**config.mk**
```make
export PLATFORM = sky130hd
export DESIGN_NAME = saw_top
export DESIGN_NICKNAME = d
export VERILOG_FILES = /design/src/hdl/saw_pkg.sv /design/src/hdl/saw_scale_if.sv /design/src/hdl/saw_scaler.sv /design/src/hdl/saw_window.sv /design/src/hdl/saw_top.sv
export SDC_FILE = /design/constraint.sdc
export NUM_CORES = 2
export LEC_CHECK = 0
export BUFFER_PORTS_ARGS = -buffer_cell sky130_fd_sc_hd__clkbuf_2
export CAP_MARGIN = 20
export CORE_ASPECT_RATIO = 1.4
export CORE_MARGIN = 3
export CORE_UTILIZATION = 60
export CTS_BUF_LIST = sky130_fd_sc_hd__clkbuf_2 sky130_fd_sc_hd__clkbuf_4 sky130_fd_sc_hd__clkbuf_8
export DETAILED_ROUTE_END_ITERATION = 8
export PLACE_DENSITY = 0.8
export SYNTH_ARGS = -nofsm -noshare
export SYNTH_HDL_FRONTEND = slang
export SYNTH_SLANG_ARGS = --single-unit
```
**constraint.sdc**
```tcl
create_clock -name ref_clk -period 7.3 [get_ports ref_clk]
set_input_delay 1.46 -clock ref_clk [delete_from_list [all_inputs] [get_ports ref_clk]]
set_output_delay 1.46 -clock ref_clk [all_outputs]
set_load 0.01 [all_outputs]
```
**src/hdl/saw_pkg.sv**
```systemverilog
// saw_pkg: register map, field positions, reset values and value limits
// of the scaled analog watchdog and its amplifier.
// assumes a 32-bit apb register bus with byte addresses.
package saw_pkg;
	// register byte offsets
	localparam logic [7:0] SAW_CTRL = 8'h00;
	localparam logic [7:0] SAW_GAIN = 8'h04;
	localparam logic [7:0] SAW_OFFSET = 8'h08;
	localparam logic [7:0] SAW_UPPER = 8'h0C;
	localparam logic [7:0] SAW_LOWER = 8'h10;
	localparam logic [7:0] SAW_SRCSEL = 8'h14;
	localparam logic [7:0] SAW_DECIMALS = 8'h18;
	localparam logic [7:0] SAW_STATUS = 8'h1C;
	localparam logic [7:0] SAW_LIVE = 8'h20;
	localparam logic [7:0] SAW_REF = 8'h24;
	localparam logic [7:0] SAW_AMPVAL = 8'h28;
	localparam logic [7:0] SAW_IRQ_STATUS = 8'h2C;
	localparam logic [7:0] SAW_IRQ_MASK = 8'h30;
	localparam logic [7:0] SAW_AMP_GAIN = 8'h34;
	localparam logic [7:0] SAW_AMP_OFFSET = 8'h38;

	// control field positions
	localparam int SAW_CTRL_RETAIN = 0;
	localparam int SAW_CTRL_UP_BLK = 1;
	localparam int SAW_CTRL_LO_BLK = 2;
	// interrupt status bits
	localparam int SAW_EV_SET = 0;
	localparam int SAW_EV_CLR = 1;
	localparam int SAW_EV_CAP = 2;

	// reset values: unity gain (hundredths), zero offset and margins
	localparam logic signed [10:0] SAW_GAIN_RST = 11'sh064;
	localparam logic signed [14:0] SAW_OFFSET_RST = 15'sh0000;
	localparam logic [14:0] SAW_MARGIN_RST = 15'h0000;
	localparam logic [2:0] SAW_CTRL_RST = 3'h0;

	// value limits
	localparam logic signed [31:0] SAW_GAIN_SCALE = 32'sh00000064;
	localparam logic signed [31:0] SAW_GAIN_MAX = 32'sh000003E8;
	localparam logic signed [31:0] SAW_OFFSET_MAX = 32'sh00002710;
	localparam logic signed [31:0] SAW_MARGIN_MAX = 32'sh00004E20;
	localparam logic signed [31:0] SAW_AMP_MAX = 32'sh00007FFF;
	localparam int SAW_RST_STAGES = 2;
endpackage : saw_pkg

```
**src/hdl/saw_scale_if.sv**
```systemverilog
// saw_scale_if: one gain/offset scaling request and its result.
// assumes the user side holds raw, gain and offset steady per cycle.
`timescale 1ns/1ps
interface saw_scale_if;
	logic signed [15:0] raw; // value to scale
	logic signed [10:0] gain; // gain in hundredths
	logic signed [14:0] offset; // added after the product
	logic signed [31:0] scaled; // result
	modport user (output raw, output gain, output offset, input scaled);
	modport unit (input raw, input gain, input offset, output scaled);
endinterface : saw_scale_if

```
**src/hdl/saw_scaler.sv**
```systemverilog
// saw_scaler: combinational (raw * gain / 100) + offset.
// assumes gain and offset already held inside their legal spans.
`timescale 1ns/1ps
module saw_scaler import saw_pkg::*; #(
	parameter bit SATURATE = 1'b0
) (
	saw_scale_if.unit s // scaling request and result
);
	logic signed [31:0] prod;
	logic signed [31:0] quot;
	logic signed [31:0] sum;

	// gain first, offset after; division truncates toward zero
	assign prod = 32'(s.raw) * 32'(s.gain);
	assign quot = prod / SAW_GAIN_SCALE;
	assign sum = quot + 32'(s.offset);
	// amplifier word is held to its signed span, watchdog path stays wide
	assign s.scaled = !SATURATE ? sum :
		(sum > SAW_AMP_MAX) ? SAW_AMP_MAX :
		(sum < -SAW_AMP_MAX) ? -SAW_AMP_MAX : sum;
endmodule : saw_scaler

```
**src/hdl/saw_window.sv**
```systemverilog
// saw_window: window test of the live value around the reference.
// assumes margins are already non-negative and clamped.
`timescale 1ns/1ps
module saw_window (
	input wire logic signed [31:0] live, // scaled live value
	input wire logic signed [31:0] refv, // captured reference
	input wire logic signed [31:0] upper, // upper margin
	input wire logic signed [31:0] lower, // lower margin
	input wire logic enable, // enable level
	input wire logic capture, // rising enable this cycle
	output logic next_flag // flag value for next cycle
);
	logic signed [32:0] lo_bound;
	logic signed [32:0] hi_bound;
	logic outside;

	// 33 bits so the bounds never wrap; bounds themselves count as inside
	assign lo_bound = 33'(refv) - 33'(lower);
	assign hi_bound = 33'(refv) + 33'(upper);
	assign outside = (33'(live) < lo_bound) || (33'(live) > hi_bound);
	// in the capture cycle live equals the new reference, so inside
	assign next_flag = enable && !capture && outside;
endmodule : saw_window

```
**src/hdl/saw_top.sv**
```systemverilog
// saw_top: scaled analog watchdog plus analog amplifier, apb registers.
// assumes inputs synchronous to ref_clk; one evaluation per clock cycle.
//
// Functional notes
// - rising enable stores the current scaled monitored value as reference
// - live and reference values are raw times gain, then plus offset
// - flag set while enabled and live value outside reference window
// - flag clears when value returns inside window or enable falls
// - gain is signed hundredths, limited to -10.00 .. 10.00
// - offset signed integer -10000 .. 10000, added after multiplying
// - decimals setting 0..3 is display only, never alters values (register keeps any 0..15)
// - amplifier scales its input and presents result continuously
// - amplifier output word held within -32767 .. 32767
// - margins may come from another selected block's live value
// - margins accept integers 0 .. 20000
// - retentive option keeps watchdog state over power restore
`timescale 1ns/1ps
module saw_top import saw_pkg::*; #(
	parameter int NUM_BLOCKS = 16
) (
	input wire logic ref_clk, // 40 mhz program clock
	input wire logic rst_n, // async power-on reset, active low
	input wire logic [7:0] paddr, // apb byte address
	input wire logic psel, // apb select
	input wire logic penable, // apb access phase
	input wire logic pwrite, // apb direction
	input wire logic [31:0] pwdata, // apb write data
	output logic [31:0] prdata, // apb read data
	output logic pready, // apb ready
	output logic pslverr, // apb error, unmapped address
	input wire logic watch_enable, // watchdog enable level
	input wire logic signed [15:0] monitored_input, // raw monitored value
	input wire logic signed [15:0] amp_input, // raw amplifier input
	input wire logic [NUM_BLOCKS*16-1:0] block_values, // other blocks' live values
	input wire logic power_restore, // one-cycle pulse after power returns
	output logic watch_flag, // watchdog output flag
	output logic signed [15:0] scaled_output, // amplifier result word
	output logic irq // level interrupt
);
	// reset release through two flops
	logic [SAW_RST_STAGES-1:0] rst_pipe;
	logic rst_sync_n;

	// software registers
	logic [2:0] ctrl;
	logic signed [10:0] gain;
	logic signed [14:0] offset;
	logic [14:0] upper_margin;
	logic [14:0] lower_margin;
	logic [7:0] srcsel;
	logic [3:0] decimals;
	logic [2:0] irq_status;
	logic [2:0] irq_mask;
	logic signed [10:0] amp_gain;
	logic signed [14:0] amp_offset;

	// watchdog state
	logic en_prev;
	logic signed [31:0] reference;

	// bus decode
	logic setup;
	logic wr_en;
	logic addr_hit;
	logic [31:0] rd_mux;
	logic wr_ctrl;
	logic wr_gain;
	logic wr_offset;
	logic wr_upper;
	logic wr_lower;
	logic wr_srcsel;
	logic wr_decimals;
	logic wr_irq_clr;
	logic wr_irq_mask;
	logic wr_amp_gain;
	logic wr_amp_offset;
	logic signed [10:0] next_gain;
	logic signed [14:0] next_offset;
	logic [14:0] next_margin;

	// datapath
	logic capture;
	logic signed [31:0] live;
	logic signed [31:0] upper_eff;
	logic signed [31:0] lower_eff;
	logic next_flag;
	logic flag_rise;
	logic flag_fall;
	logic [2:0] events;
	logic restore_clear;
	logic signed [15:0] blk [NUM_BLOCKS];

	saw_scale_if wd_if ();
	saw_scale_if amp_if ();

	// clamp a signed value into lo..hi
	function automatic logic signed [31:0] clamp(input logic signed [31:0] v,
		input logic signed [31:0] lo, input logic signed [31:0] hi);
		clamp = (v < lo) ? lo : (v > hi) ? hi : v;
	endfunction : clamp

	// pick another block's value, zero for an index beyond the table
	function automatic logic signed [15:0] pick(input logic [3:0] idx,
		input logic signed [15:0] tbl [NUM_BLOCKS]);
		pick = (32'(idx) < NUM_BLOCKS) ? tbl[idx] : 16'sh0000;
	endfunction : pick

	// one register address match, shared by every write strobe
	function automatic logic hit(input logic [7:0] a, input logic [7:0] off);
		hit = (a == off);
	endfunction : hit

	// reset synchroniser; only the last stage is used downstream
	always_ff @(posedge ref_clk or negedge rst_n) begin
		if (!rst_n) begin
			rst_pipe <= '0;
		end else begin
			rst_pipe <= {rst_pipe[SAW_RST_STAGES-2:0], 1'b1};
		end
	end
	assign rst_sync_n = rst_pipe[SAW_RST_STAGES-1];

	// unpack the flat block value bus
	generate
		for (genvar i = 0; i < NUM_BLOCKS; i++) begin : g_blk
			assign blk[i] = block_values[i*16 +: 16];
		end
	endgenerate

	// apb decode: ready one cycle after setup, so one access cycle
	assign setup = psel && !penable;
	assign wr_en = psel && penable && pready && pwrite && addr_hit;
	assign addr_hit = (paddr[1:0] == 2'h0) && (paddr <= SAW_AMP_OFFSET);

	// read selection; the decimals field is readable but feeds no math
	always_comb begin
		rd_mux = 32'h00000000;
		unique case (paddr)
			SAW_CTRL: rd_mux = {29'h00000000, ctrl};
			SAW_GAIN: rd_mux = 32'(gain);
			SAW_OFFSET: rd_mux = 32'(offset);
			SAW_UPPER: rd_mux = {17'h00000, upper_margin};
			SAW_LOWER: rd_mux = {17'h00000, lower_margin};
			SAW_SRCSEL: rd_mux = {24'h000000, srcsel};
			SAW_DECIMALS: rd_mux = {28'h0000000, decimals};
			SAW_STATUS: rd_mux = {30'h00000000, en_prev, watch_flag};
			SAW_LIVE: rd_mux = live;
			SAW_REF: rd_mux = reference;
			SAW_AMPVAL: rd_mux = 32'(scaled_output);
			SAW_IRQ_STATUS: rd_mux = {29'h00000000, irq_status};
			SAW_IRQ_MASK: rd_mux = {29'h00000000, irq_mask};
			SAW_AMP_GAIN: rd_mux = 32'(amp_gain);
			SAW_AMP_OFFSET: rd_mux = 32'(amp_offset);
			default: rd_mux = 32'h00000000;
		endcase
	end

	// apb answer flops
	always_ff @(posedge ref_clk or negedge rst_sync_n) begin
		if (!rst_sync_n) begin
			pready <= 1'b0;
			pslverr <= 1'b0;
			prdata <= 32'h00000000;
		end else begin
			pready <= setup;
			pslverr <= setup && !addr_hit;
			if (setup) begin
				prdata <= (!pwrite && addr_hit) ? rd_mux : 32'h00000000;
			end
		end
	end

	// write strobes, one per writable register
	assign wr_ctrl = wr_en && hit(paddr, SAW_CTRL);
	assign wr_gain = wr_en && hit(paddr, SAW_GAIN);
	assign wr_offset = wr_en && hit(paddr, SAW_OFFSET);
	assign wr_upper = wr_en && hit(paddr, SAW_UPPER);
	assign wr_lower = wr_en && hit(paddr, SAW_LOWER);
	assign wr_srcsel = wr_en && hit(paddr, SAW_SRCSEL);
	assign wr_decimals = wr_en && hit(paddr, SAW_DECIMALS);
	assign wr_irq_clr = wr_en && hit(paddr, SAW_IRQ_STATUS);
	assign wr_irq_mask = wr_en && hit(paddr, SAW_IRQ_MASK);
	assign wr_amp_gain = wr_en && hit(paddr, SAW_AMP_GAIN);
	assign wr_amp_offset = wr_en && hit(paddr, SAW_AMP_OFFSET);

	// out-of-range entries saturate instead of faulting, so software sees no error
	assign next_gain = 11'(clamp(signed'(pwdata), -SAW_GAIN_MAX, SAW_GAIN_MAX));
	assign next_offset = 15'(clamp(signed'(pwdata), -SAW_OFFSET_MAX, SAW_OFFSET_MAX));
	assign next_margin = 15'(clamp(signed'(pwdata), 32'sh00000000, SAW_MARGIN_MAX));

	// watchdog configuration
	always_ff @(posedge ref_clk or negedge rst_sync_n) begin
		if (!rst_sync_n) begin
			ctrl <= SAW_CTRL_RST;
			gain <= SAW_GAIN_RST;
			offset <= SAW_OFFSET_RST;
			upper_margin <= SAW_MARGIN_RST;
			lower_margin <= SAW_MARGIN_RST;
			srcsel <= 8'h00;
		end else begin
			if (wr_ctrl) begin
				ctrl <= pwdata[2:0];
			end
			if (wr_gain) begin
				gain <= next_gain;
			end
			if (wr_offset) begin
				offset <= next_offset;
			end
			if (wr_upper) begin
				upper_margin <= next_margin;
			end
			if (wr_lower) begin
				lower_margin <= next_margin;
			end
			if (wr_srcsel) begin
				srcsel <= pwdata[7:0];
			end
		end
	end

	// display setting and interrupt mask; decimals never reach the math
	always_ff @(posedge ref_clk or negedge rst_sync_n) begin
		if (!rst_sync_n) begin
			decimals <= 4'h0;
			irq_mask <= 3'h0;
		end else begin
			if (wr_decimals) begin
				decimals <= pwdata[3:0];
			end
			if (wr_irq_mask) begin
				irq_mask <= pwdata[2:0];
			end
		end
	end

	// amplifier configuration, clamped like the watchdog pair
	always_ff @(posedge ref_clk or negedge rst_sync_n) begin
		if (!rst_sync_n) begin
			amp_gain <= SAW_GAIN_RST;
			amp_offset <= SAW_OFFSET_RST;
		end else begin
			if (wr_amp_gain) begin
				amp_gain <= next_gain;
			end
			if (wr_amp_offset) begin
				amp_offset <= next_offset;
			end
		end
	end

	// watchdog scaling of the live monitored value
	assign wd_if.raw = monitored_input;
	assign wd_if.gain = gain;
	assign wd_if.offset = offset;
	assign live = wd_if.scaled;

	saw_scaler #(
		.SATURATE(1'b0)
	) u_wd_scale (
		.s(wd_if.unit)
	);

	// amplifier path, saturated to its output word span
	assign amp_if.raw = amp_input;
	assign amp_if.gain = amp_gain;
	assign amp_if.offset = amp_offset;

	saw_scaler #(
		.SATURATE(1'b1)
	) u_amp_scale (
		.s(amp_if.unit)
	);

	// margins either fixed or taken live from another block, clamped alike
	assign upper_eff = ctrl[SAW_CTRL_UP_BLK] ?
		clamp(32'(pick(srcsel[3:0], blk)), 32'sh00000000, SAW_MARGIN_MAX) :
		32'(upper_margin);
	assign lower_eff = ctrl[SAW_CTRL_LO_BLK] ?
		clamp(32'(pick(srcsel[7:4], blk)), 32'sh00000000, SAW_MARGIN_MAX) :
		32'(lower_margin);

	// edge of the enable level; restore wipes state unless retentive
	assign capture = watch_enable && !en_prev;
	assign restore_clear = power_restore && !ctrl[SAW_CTRL_RETAIN];

	saw_window u_window (
		.live(live),
		.refv(reference),
		.upper(upper_eff),
		.lower(lower_eff),
		.enable(watch_enable),
		.capture(capture),
		.next_flag(next_flag)
	);

	// watchdog state, re-evaluated every clock
	always_ff @(posedge ref_clk or negedge rst_sync_n) begin
		if (!rst_sync_n) begin
			en_prev <= 1'b0;
			reference <= 32'sh00000000;
			watch_flag <= 1'b0;
		end else if (restore_clear) begin
			en_prev <= 1'b0;
			reference <= 32'sh00000000;
			watch_flag <= 1'b0;
		end else begin
			en_prev <= watch_enable;
			if (capture) begin
				reference <= live;
			end
			watch_flag <= next_flag;
		end
	end

	// amplifier word registered so the output comes from a flop
	always_ff @(posedge ref_clk or negedge rst_sync_n) begin
		if (!rst_sync_n) begin
			scaled_output <= 16'sh0000;
		end else begin
			scaled_output <= amp_if.scaled[15:0];
		end
	end

	// interrupt events: flag set, flag cleared, reference captured
	assign flag_rise = next_flag && !watch_flag && !restore_clear;
	assign flag_fall = !next_flag && watch_flag && !restore_clear;
	assign events = {capture && !restore_clear, flag_fall, flag_rise};

	// sticky status, write one clears; a new event wins over the clear
	always_ff @(posedge ref_clk or negedge rst_sync_n) begin
		if (!rst_sync_n) begin
			irq_status <= 3'h0;
		end else begin
			irq_status <= (irq_status & ~(wr_irq_clr ? pwdata[2:0] : 3'h0)) | events;
		end
	end

	// one level interrupt, lags the status by one cycle
	always_ff @(posedge ref_clk or negedge rst_sync_n) begin
		if (!rst_sync_n) begin
			irq <= 1'b0;
		end else begin
			irq <= |(irq_status & irq_mask);
		end
	end
endmodule : saw_top

```
==> impl_metrics.ini, run 1 <==
[run_status]
outcome = did not finish
failed_stage = global routing (5_1_grt)
firstError = [ERROR GRT-0232] Routing congestion too high. Check the congestion heatmap in the GUI.

[floorplanning]
die_w_um = 235
chipHeight_um = 326
ios = 387
rows = 116
start_util = 0.609

[synthesis]
synth_async_sr_flop_share = 1.00
synth.net_count = 6073
ys_seq_elements = 190
ys.warnings.count = 0
synth_flop_cell = dfrtp_1
synth_seq_area_share = 0.109
netlist_instances = 5157
synthDistinctLibCells = 181
synth.cell_area_um2 = 43900
syn_avg_cell_area_um2 = 8.51
synth-edff-count = 0

[place]
dp_hpwl_mm = 147
gp_congestion = 1.04
place.port_buffers = 386

[timing]
crit_endpoint = irq_status[0]$_DFF_PN0_/D
worstEpCategory = register input

[global_route]
grt.overflow.total = 420
grt_max_degree = 159
grt_util_all_layers = 0.791

[clocking]
cts_buffers = 17
ctsHtreeMaxLevel = 4
clockBufferDepth = 2
cts.sinks = 190
root_buffer = clkbuf_8
repair_timing:
action,CTS
setup buffers,200
gates resized for setup,531
setup endpoints to repair,83
pin swaps,310
endpoints found under the hold margin,0
gates cloned,5
hold buffers,0
synthesized netlist by cell type, drive strengths merged (159+ instances only):
master	number	area (um2)
nand2	593	2240
inv	468	1760
o21ai	338	1790
fa	328	6570
a21oi	322	1710
nor2	281	1070
ha	253	3170
xnor2	229	2150
and2	201	1280
dfrtp	184	4600
clkbuf	175	808
mux4	159	3580
layer usage:
layer / GRT usage / overflow
met2: 0.944 / 269
met4: 0.784 / 145
met5: 0.285 / 1
met3: 0.672 / 2
met1: 0.778 / 3
logic make-up after synthesis:
| kind of cell | after synthesis | synth area share |
|---|---|---|
| AOI/OAI and AO/OA | 1425 | 0.233 |
| buffers and inverters | 730 | 0.0726 |
| muxes | 226 | 0.0990 |
| DFF | 190 | 0.109 |
| adders and majority gates | 607 | 0.228 |
| other | 1 | 0.0000855 |
| and+or+nand+nor | 1641 | 0.188 |
| xor gates and xnor gates | 337 | 0.0710 |
stage by stage:
step	cells	worst slack [ns]	area, um2	hold slack, ns
CTS	7933	-17.81	62500	0.288
global placement	7705	-18.87	57800	0.270
floorplan	5157	-17.75	44900	0.331
detailed placement	7706	-19.48	57800	0.273
==> run 2: changes to the inputs <==
--- a/config.mk
+++ b/config.mk
@@ -7,12 +7,10 @@
 export LEC_CHECK = 0
 export BUFFER_PORTS_ARGS = -buffer_cell sky130_fd_sc_hd__clkbuf_2
 export CAP_MARGIN = 20
-export CORE_ASPECT_RATIO = 1.4
 export CORE_MARGIN = 3
-export CORE_UTILIZATION = 60
-export CTS_BUF_LIST = sky130_fd_sc_hd__clkbuf_2 sky130_fd_sc_hd__clkbuf_4 sky130_fd_sc_hd__clkbuf_8
+export CORE_UTILIZATION = 40
 export DETAILED_ROUTE_END_ITERATION = 8
-export PLACE_DENSITY = 0.8
+export PLACE_DENSITY_LB_ADDON = 0.15
 export SYNTH_ARGS = -nofsm -noshare
 export SYNTH_HDL_FRONTEND = slang
 export SYNTH_SLANG_ARGS = --single-unit
==> run 2 against run 1 <==
Synthesized area unchanged. The flow now finishes, with violations (setup timing). Synthesized cell count unchanged.
==> impl_metrics.ini, run 2 <==
[run_status]
outcome = finished, violations left
violations = setup timing

[clocking]
worstSkewPairLatency_ns = 0.47
hold_buffers = 0
cts.sinks = 190
ctsHtreeMaxLevel = 4
root_buffer = clkbuf_16
tritoncts = built
clk_pin_slew_ns = 0.08
cts_buffers = 17
clockBufferDepth = 2

[detailed_routing]
wl_per_cell_um = 20.5
vias = 47900
drtPass1Iterations = 8
drtIter0Drc = 3435
vias_per_cell = 5.62
drc = 0
ant_nets = 0
drt_wl_total_mm = 175

[critical_path]
arrival_ns = 25.94
crit_fanout = 8
crit_top_cell = a21oi_2
critPathCaptureType = flip-flop
path_class = in -> reg
crit_path_top_delay_cell = or4_4
cpPeakStageDelay_ns = 0.57
reg2reg_from = gain[2]$_DFFE_PN1P_
reg2reg_slack_ns = -18.12
cp.required_ns = 7.65
worstSetupStartpointType = primary input
timing.rr.end = irq_status[0]$_DFF_PN0_
startpoint = monitored_input[9]
rr_worst_depth = 115

[floorplanning]
ios = 387
chipHeight_um = 337
rows = 120
start_util = 0.406
coreArea_um2 = 108000
die_w_um = 337
die-area_um2 = 114000

[synthesis]
netlist_instances = 5157
synthDistinctLibCells = 181
yosys-top-cells-count = 588 x nand2_1, 467 x inv_1, 328 x fa_1, 304 x a21oi_1, 286 x o21ai_0
synth.net_count = 6073
yosysTopAreaCellShare = 0.150
synth_async_sr_flop_share = 1.00
syn_avg_cell_area_um2 = 8.51
synth_flop_cell = dfrtp_1
synth.cell_area_um2 = 43900
synth_seq_area_share = 0.109
ys_top_cells_by_area = fa_1 15%, dfrtp_1 10%, mux4_2 8.2%, ha_1 7.2%, nand2_1 5.0%
yosysMostFrequentCell = nand2_1
synth-edff-count = 0
synth_area_leader_cell = fa_1
ys_seq_elements = 190
ys.warnings.count = 0

[timing]
drv_slew = 0
period_needed_ns = 25.59
finalWorstSetupSlack_ns = -18.29
slew_headroom = 0.187
period_share = 3.51
fmax_mhz = 39.1
hold_viol = 0
hold_slack_ns = 0.349
clock-skew-final_ns = 0.0175
rsz0062_at_grt = true
setup_viol = 83
worst_slew_pin_slew_ns = 1.22

[global_route]
grt_antenna_before_repair = 20
grt_pass1_wl_mm = 272
grt_pass1_vias = 49100
grt.overflow.total = 0
grt_util_all_layers = 0.302
grt_max_degree = 135

[layout]
syn_to_final_growth_pct = 48.4
nets = 8002
drive_gt1_frac = 0.460
reg.largest.list = prdata (32), reference (32), scaled_output (16)
final_common_cell = buf_4
final_cell_mix = 1681 x buf_4, 559 x nand2_1, 447 x inv_1
fillers = 9497
fin_util = 0.603

[job]
maxCapViolCount = 0

[min_path]
hold_end = rst_pipe[1]$_DFF_PN0_
worstHoldPathCells = 0
hp-start = rst_pipe[0]$_DFF_PN0_
hold_path.class = reg -> reg

[place]
place.port_buffers = 386
dp_hpwl_mm = 144
gp_congestion = 0.992
==> run 2: cell counts after synthesis <==
Identical to the previous run, type by type.
==> run 2: worst max-delay path: cells and delay by family <==
kind / cells / cell delay, ns
adders and majority gates: 18 / 6.30
xor gates and xnor gates: 2 / 0.47
AOI/OAI and AO/OA: 58 / 10.11
muxes: 4 / 1.06
and+or+nand+nor: 21 / 4.78
buffers and inverters: 14 / 1.74
==> run 2: how the worst max path moves through the flow <==
stage                         endpoint  slack [ns]  cells after the start
2_1_floorplan  irq_status[0]$_DFF_PN0_      -17.75                    115
3_3_place_gp   irq_status[0]$_DFF_PN0_      -19.32                    122
3_5_place_dp   irq_status[0]$_DFF_PN0_      -19.53                    119
4_1_cts        irq_status[0]$_DFF_PN0_      -18.00                    116
5_1_grt        irq_status[0]$_DFF_PN0_      -19.35                    117
6_report       irq_status[0]$_DFF_PN0_      -18.29                    117
==> run 2: logic make-up after synthesis <==
logic type,share of synthesized area
muxes,0.0990
and+or+nand+nor,0.188
adders and majority gates,0.228
AOI/OAI and AO/OA,0.233
xor gates and xnor gates,0.0710
other,0.0000855
buffers and inverters,0.0726
DFF,0.109
==> run 2: metal layers <==
metal	track usage	vias to the layer above	part of all wire
li1	-	22500	-
met1	0.381	23600	0.41
met2	0.519	1445	0.48
met3	0.0518	353	0.067
met4	0.111	14	0.041
met5	0	-	0.00050
==> run 2: repair_timing <==
action,in CTS,in global routing
pin swaps,234,190
gates resized for setup,459,312
gates cloned,2,0
endpoints found under the hold margin,0,0
setup endpoints to repair,83,83
setup buffers,175,90
==> run 2: layout make-up <==
cell class,instances,area [um2],area share
antenna,9,22.5,0.000346
clock buffer,17,425,0.00653
clock inverter,15,165,0.00254
inverter,470,1770,0.0272
multi-input combinational,4237,40000,0.615
sequential,190,4780,0.0734
tap,1403,1760,0.0270
timing repair buffer,2170,16200,0.248
==> run 2: metrics by stage <==
step,setup slack (ns),instances,cell area (um2),setup TNS (ns)
detailed placement,-19.53,8218,58900,-1308.80
global route,-19.35,8503,65100,-1300.76
CTS,-18.00,8414,63000,-1204.18
finish,-18.29,8511,65100,-1224.10
floorplan,-17.75,5157,44900,-1183.50
global placement,-19.32,8218,58900,-1295.50
Power of run 2 is not shown: default switching activity piles up to over one toggle a cycle in this logic, so the estimate is an artifact.
